### config.mk
export PLATFORM = sky130hd
export DESIGN_NAME = dpx_cross_check
export DESIGN_NICKNAME = d
export VERILOG_FILES = /design/src/verilog/dpx_pkg.sv /design/src/verilog/dpx_cross_check.sv
export SDC_FILE = /design/constraint.sdc
export NUM_CORES = 1
export LEC_CHECK = 0
export ABC_AREA = 1
export BUFFER_PORTS_ARGS = -buffer_cell sky130_fd_sc_hd__buf_4
export CAP_MARGIN = 10
export CORE_ASPECT_RATIO = 1.5
export CORE_MARGIN = 2
export CORE_UTILIZATION = 48
export CTS_BUF_LIST = sky130_fd_sc_hd__clkbuf_2
export DETAILED_ROUTE_END_ITERATION = 12
export PLACE_DENSITY_LB_ADDON = 0.05
export SLEW_MARGIN = 20
export SYNTH_ARGS = -nofsm -noshare
export SYNTH_HDL_FRONTEND = slang
export SYNTH_SLANG_ARGS = --single-unit
### constraint.sdc
create_clock -name pclk -period 1.92 [get_ports pclk]
set_clock_uncertainty 0.15 [all_clocks]
set_input_delay 0.384 -clock pclk [delete_from_list [all_inputs] [get_ports pclk]]
set_output_delay 0.384 -clock pclk [all_outputs]
set_load 0.005 [all_outputs]
### src/verilog/dpx_pkg.sv
/*
 * Package for the data path parity cross-check block: register map,
 * field positions, reset values and mode codes.
 * Assumes a 32-bit APB slave with word-aligned registers.
 */
package dpx_pkg;
   // ****************************************************************
   // Register offsets (byte addresses)
   // ****************************************************************
   localparam logic [7:0] OFS_CTRL    = 8'h00;
   localparam logic [7:0] OFS_SENSE   = 8'h04;
   localparam logic [7:0] OFS_STATUS  = 8'h08;
   localparam logic [7:0] OFS_CLEAR   = 8'h0C;
   localparam logic [7:0] OFS_ENABLE  = 8'h10;
   localparam logic [7:0] OFS_COUNT   = 8'h14;
   // ****************************************************************
   // Control register fields
   // ****************************************************************
   localparam int CTRL_SEVEN_TRACK = 0;   // Seven-track drive
   localparam int CTRL_EVEN_PARITY = 1;   // Seven-track even parity mode
   localparam int CTRL_TRANSLATE   = 2;   // Seven-track convert (translate)
   localparam int CTRL_DATA_CONV   = 3;   // Data convert option
   localparam logic [3:0] CTRL_RST = 4'h0;
   // ****************************************************************
   // Sense / status fields
   // ****************************************************************
   localparam int SNS_EQUIP_CHECK = 3;    // Sense byte 0 bit 3
   localparam int SNS_XCHK        = 8 + 7; // Sense byte 3 bit 7 (in low half)
   localparam int STS_UNIT_CHECK  = 0;
   localparam int INT_XCHK        = 0;    // Interrupt event bits
   localparam int INT_UNIT_CHECK  = 1;
   localparam logic [1:0] INT_RST = 2'h0;
   localparam logic [1:0] CONV_GROUP_LAST = 2'h3; // Four characters a group
endpackage : dpx_pkg
### src/verilog/dpx_cross_check.sv
/*
 * Data path parity cross-check of a tape controller: compares read
 * register parity against holding register parity on reads, and
 * holding register parity against the trapped bus-out parity bit on
 * writes; reports failures through sense bits and unit check.
 * Assumes clock phase strobes and data paths come from the controller
 * logic synchronous to pclk; registers are reached over APB.
 */
// Added by the designer: the register addresses and register access over APB.
// Overview of operation
// - Bus-out parity or data errors hold the cross-check latch reset.
// - Read: odd one count in read register bits 0-7 sets parity_toggle.
// - Holding register odd byte complements toggle; still set at phase two-three sets error.
// - Read error is the exclusive-OR of the two parity outputs.
// - Service out loads byte into holding register and parity bit into trap.
// - Delayed service out without service out: complement toggle on odd byte.
// - At write phase three complement toggle if trap latch is empty.
// - Strobe at write phase seven sets error only after exactly one complement.
// - Seven-track non-translate uses parity bit with lines 0 and 1.
// - A one on line 0 or 1 adjusts expected parity to lines 2-7.
// - Nine-track or convert: parity bit alone, present means 0-7 even.
// - Data convert option checks once per four characters.
// - Error sets sense 3 bit 7, sense 0 bit 3, and unit check.
// - Nine-track correct parity is odd; seven-track follows mode setting.
// - New command sense reset clears all sense and error latches unless set_err or suppress is active.
`timescale 1ns/1ps
module dpx_cross_check (
   input  wire logic        pclk,
   input  wire logic        presetn,
   input  wire logic        psel,
   input  wire logic        penable,
   input  wire logic        pwrite,
   input  wire logic [7:0]  paddr,
   input  wire logic [31:0] pwdata,
   output logic [31:0]      prdata,
   output logic             pready,
   output logic             pslverr,
   input  wire logic        read_mode,
   input  wire logic        read_byte_ready,
   input  wire logic [7:0]  read_register,
   input  wire logic        read_phase_two_three,
   input  wire logic        service_out,
   input  wire logic        service_out_dly,
   input  wire logic [7:0]  bus_out,
   input  wire logic        bus_out_parity,
   input  wire logic        write_phase_three,
   input  wire logic        write_phase_seven,
   input  wire logic        bus_out_check,
   input  wire logic        data_error,
   input  wire logic        new_command,
   output logic [7:0]       holding_register,
   output logic             xchk_error,
   output logic             unit_check,
   output logic             irq
);
   import dpx_pkg::*;

   // ****************************************************************
   // Parity helper
   // ****************************************************************
   // Odd one count of a byte
   function automatic logic odd_byte(input logic [7:0] b);
      return ^b;
   endfunction : odd_byte

   logic [3:0]  ctrl_r;
   logic        toggle_r;
   logic        trap_r;
   logic [1:0]  cmpl_cnt_r;
   logic [1:0]  conv_cnt_r;
   logic        xchk_r;
   logic        equip_r;
   logic [1:0]  int_sts_r;
   logic [1:0]  int_en_r;
   logic        suppress;
   logic        write_ok_odd;
   logic        exp_even;
   logic        group_done;
   logic        set_err;
   logic        rd_err;
   logic        wr_err;
   logic        apb_wr;
   logic        apb_rd;
   logic [1:0]  clr_bits;

   assign apb_wr   = psel && penable && pwrite;
   assign apb_rd   = psel && !penable && !pwrite;
   assign suppress = bus_out_check || data_error;

   // ****************************************************************
   // Write expected parity
   // ****************************************************************
   // Parity bit present means the checked lines are even; seven-track
   // non-translate excludes lines 0 and 1 from the checked field
   always_comb begin
      exp_even = trap_r;
      if (ctrl_r[CTRL_SEVEN_TRACK] && !ctrl_r[CTRL_TRANSLATE]) begin
         exp_even = trap_r ^ holding_register[0] ^ holding_register[1];
      end
      // Even-parity seven-track mode inverts what a parity bit means
      write_ok_odd = exp_even ^ (ctrl_r[CTRL_SEVEN_TRACK] && ctrl_r[CTRL_EVEN_PARITY]);
   end

   // Odd count of the data bits actually sent to the drive
   logic data_odd;
   always_comb begin
      if (ctrl_r[CTRL_SEVEN_TRACK] && !ctrl_r[CTRL_TRANSLATE]) begin
         data_odd = odd_byte({2'h0, holding_register[7:2]});
      end else begin
         data_odd = odd_byte(holding_register);
      end
   end

   // ****************************************************************
   // Holding register and parity trap
   // ****************************************************************
   always_ff @(posedge pclk or negedge presetn) begin
      if (!presetn) begin
         holding_register <= 8'h00;
         trap_r           <= 1'b0;
      end else if (service_out && !service_out_dly) begin
         holding_register <= bus_out;
         trap_r           <= bus_out_parity;
      end
   end

   // ****************************************************************
   // Parity toggle
   // ****************************************************************
   always_ff @(posedge pclk or negedge presetn) begin
      if (!presetn) begin
         toggle_r   <= 1'b0;
         cmpl_cnt_r <= 2'h0;
      end else if (read_mode) begin
         if (read_byte_ready) begin
            // Toggle set by read register, complemented by holding register
            toggle_r <= odd_byte(read_register) ^ odd_byte(holding_register);
         end else if (read_phase_two_three) begin
            toggle_r <= 1'b0;
         end
      end else begin
         if (service_out && !service_out_dly) begin
            toggle_r   <= 1'b0;
            cmpl_cnt_r <= 2'h0;
         end else if (service_out_dly && !service_out) begin
            if (data_odd) begin
               toggle_r   <= !toggle_r;
               cmpl_cnt_r <= cmpl_cnt_r + 2'h1;
            end
         end else if (write_phase_three && !write_ok_odd) begin
            toggle_r   <= !toggle_r;
            cmpl_cnt_r <= cmpl_cnt_r + 2'h1;
         end
      end
   end

   // ****************************************************************
   // Data convert grouping
   // ****************************************************************
   // Only the fourth character of a group is strobed
   always_ff @(posedge pclk or negedge presetn) begin
      if (!presetn) begin
         conv_cnt_r <= 2'h0;
      end else if (new_command) begin
         conv_cnt_r <= 2'h0;
      end else if ((read_mode && read_phase_two_three) || (!read_mode && write_phase_seven)) begin
         conv_cnt_r <= conv_cnt_r + 2'h1;
      end
   end
   assign group_done = !ctrl_r[CTRL_DATA_CONV] || (conv_cnt_r == CONV_GROUP_LAST);

   // Error requests from the read and write strobes
   assign rd_err  = read_mode && read_phase_two_three && toggle_r;
   assign wr_err  = !read_mode && write_phase_seven && toggle_r
                    && (cmpl_cnt_r == 2'h1);
   assign set_err = (rd_err || wr_err) && group_done && !suppress;

   // ****************************************************************
   // Error and sense latches
   // ****************************************************************
   always_ff @(posedge pclk or negedge presetn) begin
      if (!presetn) begin
         xchk_r     <= 1'b0;
         equip_r    <= 1'b0;
         unit_check <= 1'b0;
      end else if (suppress) begin
         xchk_r     <= 1'b0;
         unit_check <= unit_check;
      end else if (set_err) begin
         xchk_r     <= 1'b1;
         equip_r    <= 1'b1;
         unit_check <= 1'b1;
      end else if (new_command) begin
         xchk_r     <= 1'b0;
         equip_r    <= 1'b0;
         unit_check <= 1'b0;
      end
   end

   always_ff @(posedge pclk or negedge presetn) begin
      if (!presetn) begin
         xchk_error <= 1'b0;
      end else begin
         xchk_error <= set_err || (xchk_r && !new_command && !suppress);
      end
   end

   // ****************************************************************
   // Interrupt status and enable
   // ****************************************************************
   // Clear request from a write to the clear register
   assign clr_bits = (apb_wr && paddr == OFS_CLEAR) ? pwdata[1:0] : 2'h0;
   always_ff @(posedge pclk or negedge presetn) begin
      if (!presetn) begin
         int_sts_r <= INT_RST;
         int_en_r  <= INT_RST;
         irq       <= 1'b0;
      end else begin
         // Set wins over clear
         int_sts_r <= (int_sts_r & ~clr_bits) | {set_err, set_err};
         if (apb_wr && paddr == OFS_ENABLE) begin
            int_en_r <= pwdata[1:0];
         end
         irq <= |(((int_sts_r & ~clr_bits) | {set_err, set_err}) & int_en_r);
      end
   end

   // ****************************************************************
   // APB slave
   // ****************************************************************
   always_ff @(posedge pclk or negedge presetn) begin
      if (!presetn) begin
         ctrl_r <= CTRL_RST;
      end else if (apb_wr && paddr == OFS_CTRL) begin
         ctrl_r <= pwdata[3:0];
      end
   end

   always_ff @(posedge pclk or negedge presetn) begin
      if (!presetn) begin
         prdata  <= 32'h0000_0000;
         pready  <= 1'b0;
         pslverr <= 1'b0;
      end else begin
         pready  <= psel && !penable;
         pslverr <= 1'b0;
         if (apb_rd) begin
            unique case (paddr)
               OFS_CTRL:   prdata <= {28'h0, ctrl_r};
               OFS_SENSE:  prdata <= {16'h0, xchk_r, 11'h0, equip_r, 3'h0};
               OFS_STATUS: prdata <= {30'h0, int_sts_r};
               OFS_ENABLE: prdata <= {30'h0, int_en_r};
               OFS_COUNT:  prdata <= {26'h0, conv_cnt_r, cmpl_cnt_r, trap_r, toggle_r};
               OFS_CLEAR:  prdata <= 32'h0000_0000;
               default: begin
                  prdata  <= 32'h0000_0000;
                  pslverr <= 1'b1;
               end
            endcase
         end else if (psel && !penable && pwrite) begin
            pslverr <= !(paddr inside {OFS_CTRL, OFS_CLEAR, OFS_ENABLE});
         end
      end
   end
endmodule : dpx_cross_check

==> results by group <==
STA
  • Period utilisation layout: 0.892
  • Final WS setup: 0.208 ns
  • Final max-slew violation count: 0
  • Setup TNS: 0 ns
  • RSZ-0062 raised after global routing: no
  • Fin. Hold Viols: 0
  • Fmax: 584 MHz
  • Final setup vio count: 0
  • Hold_ws: 0.0422 ns
  • Fin crit period: 1.71 ns

Synth
  • Seq/Total Area, Yosys: 0.360
  • Avg Cell Area, Syn: 7.12 um2
  • Synth warn: 0
  • Area contributors post-synth: dfrtp_1, nand2_1, buf_4
  • Synth top area share: 0.360
  • Synth area leader: dfrtp_1
  • Synth Register Bits: 35
  • Mapped Area: 2430 um2
  • Synth cell types: 32
  • Gate Count Post-Synth: 342

Die
  • Die ar.: 5670 um2
  • Rows: 31
  • Initial core utilization: 0.502
  • Die width: 62.2 um
  • Ports: 117
  • Core area: 4850 um2
  • Die height: 91.2 um

CTS
  • Post-CTS Setup Repair Bufs: 0
  • # clock sinks: 35
  • Total CTS buffers: 5
  • Clock root buffer: clkbuf_2
  • Post-CTS Resized: 0
  • CTS tree: yes
  • Clock latency on the worst-skew pair: 0.38 ns
  • CTS H-tree lvls: 2
  • Clk buf depth: 2
  • Clock slew at reported path FFs: 0.16 ns

Finish
  • Final net count: 489
  • Layout cells sized above 1: 0.277
  • Commonest non-fill, non-tap cell in the layout: nand2_1
  • Inserted Diodes: 0
  • Area Overhead vs Synth: 21.1%
  • Commonest non-fill, non-tap cells in the layout: nand2_1, buf_4, inv_1, dfrtp_1, conb_1
  • Fillers: 473
  • Layout Cells excl Fill: 478

Worst setup path
  • Worst Path Required: 2.05 ns
  • Critical Path Max Stage Delay: 0.54 ns
  • Startpoint Class: primary input
  • Crit path DAT: 1.84 ns
  • CP Max Fanout: 12
  • CP max-delay cell: dlygate4sd3_1
  • Critical path endpoint category: flop
  • Crit path kind: in -> reg
  • Crit path cell chain: dlygate4sd3_1, buf_4, nor2_2, inv_2, nor2_4, inv_1, o31ai_1

Run status
  • Status: finished clean

Drt
  • Post-route ant nets: 0
  • Drt pass-1 iters: 4
  • Via Count: 2175
  • Post-Route WL: 4.72 mm
  • Initial DRC Count: 60
  • Vias/cell: 4.55
  • DR WL/cell: 9.87 um
  • DRC viols: 0

Power
  • Pwr/cell area: 587 nW/um2
  • Peak VDD IR: 0.400 mV
  • LEAKAGE: 1.62 nW
  • Pwr Total: 1.73 mW

Global route
  • GRT Util Overall: 0.183
  • Vias in the first global route: 2080
  • Gr busiest metal: met2
  • Gr ovfl total: 0
  • First-pass GRT wire length: 8.50 mm
  • Antenna violations before repair: 0
  • Met1 usage: 0.190
  • M3 GR Usage: 0.0434
  • Met2 global-route usage: 0.353
  • Largest net degree at the start of global routing: 36

Worst hold path
  • Worst min path class: in -> reg

Placed design
  • Placed cells: 469
  • Port buffer count: 63
  • Hpwl dp: 3.92 mm
  • RePlAce Congestion: 0.857
  • Post-place setup slack: 0.248 ns

Run
  • Max-cap violations: 0
per-layer routing:
layer / wire (um) / vias to the layer above
met3: 243 / 6
li1: - / 1151
met4: 74 / 0
met2: 2590 / 56
met5: 0 / -
met1: 1810 / 962
power breakdown:
part | switching (mW) | total, mW | internal (mW)
combinational | 0.316 | 0.556 | 0.239
clock | 0.235 | 0.312 | 0.0770
sequential | 0.0589 | 0.864 | 0.805
total | 0.611 | 1.73 | 1.12
cells by family (layout without fill, tap and decap cells):
family | after synthesis | count (layout) | synth area share
simple gates | 184 | 184 | 0.341
buf+inv | 76 | 122 | 0.156
compound gates | 35 | 35 | 0.0915
flops | 35 | 35 | 0.360
xor+xnor | 6 | 6 | 0.0247
fa+ha+maj | 5 | 5 | 0.0257
other cells | 1 | 25 | 0.00154
critical path: cells and delay by family:
kind	cells	cell delay, ns
buffers and inverters	4	0.93
and+or+nand+nor	2	0.25
AOI/OAI and AO/OA	1	0.28
synth_stat cells (all sizes together):
cell	count
dfrtp	35
nand2	132
o31ai	5
conb	1
inv	48
xnor2	3
o21ai	20
ha	5
buf	26
a21oi	6
o211ai	1
nor3	4
nand3	19
clkbuf	2
xor2	3
o22ai	1
o2111ai	2
nor4	3
nor2	26
final cells by class:
type / instances / area (um2) / area share
clock buffer: 5 / 25.0 / 0.00849
clock inverter: 2 / 8.76 / 0.00297
timing repair buffer: 67 / 508 / 0.172
sequential: 35 / 876 / 0.297
tap: 66 / 82.6 / 0.0280
inverter: 48 / 180 / 0.0611
multi-input combinational: 255 / 1270 / 0.430
registers in the layout, indices dropped and copies added (netlist names):
signal            cells
irq                   1
ctrl_r                4
cmpl_cnt_r            2
pslverr               1
xchk_r                1
toggle_r              1
int_en_r              2
holding_register      8
xchk_error            1
equip_r               1
pready                1
trap_r                1
int_sts_r             2
prdata                7
conv_cnt_r            2
worst paths after layout:
| path | from | cells after the start | slack [ns] | end |
|---|---|---|---|---|
| setup / recovery | penable | 7 | 0.21 | prdata[5] |
| hold / removal | new_command | 2 | 0.04 | xchk_error |
| setup reg to reg | holding_register[5] | 12 | 0.35 | cmpl_cnt_r[1] |
| hold reg to reg | cmpl_cnt_r[1] | 2 | 0.35 | cmpl_cnt_r[1] |
| max in group asynchronous | presetn | 2 | 0.98 | xchk_error |
| min in group asynchronous | presetn | 2 | 0.31 | pready |
metrics by stage:
step	cell area, um2	util
after floorplan	2520	-
after global placement	2900	0.597
after detailed placement	2900	0.597
after CTS	2950	0.608
after global routing	2950	0.608
final	2950	0.608
what timing repair did:
| item | in CTS | in global routing |
|---|---|---|
| endpoints found under the setup margin | 0 | 0 |
| hold buffers | 2 | 0 |
| hold endpoints to repair | 36 | 0 |
Note: power is estimated with default switching activity, not from simulation.
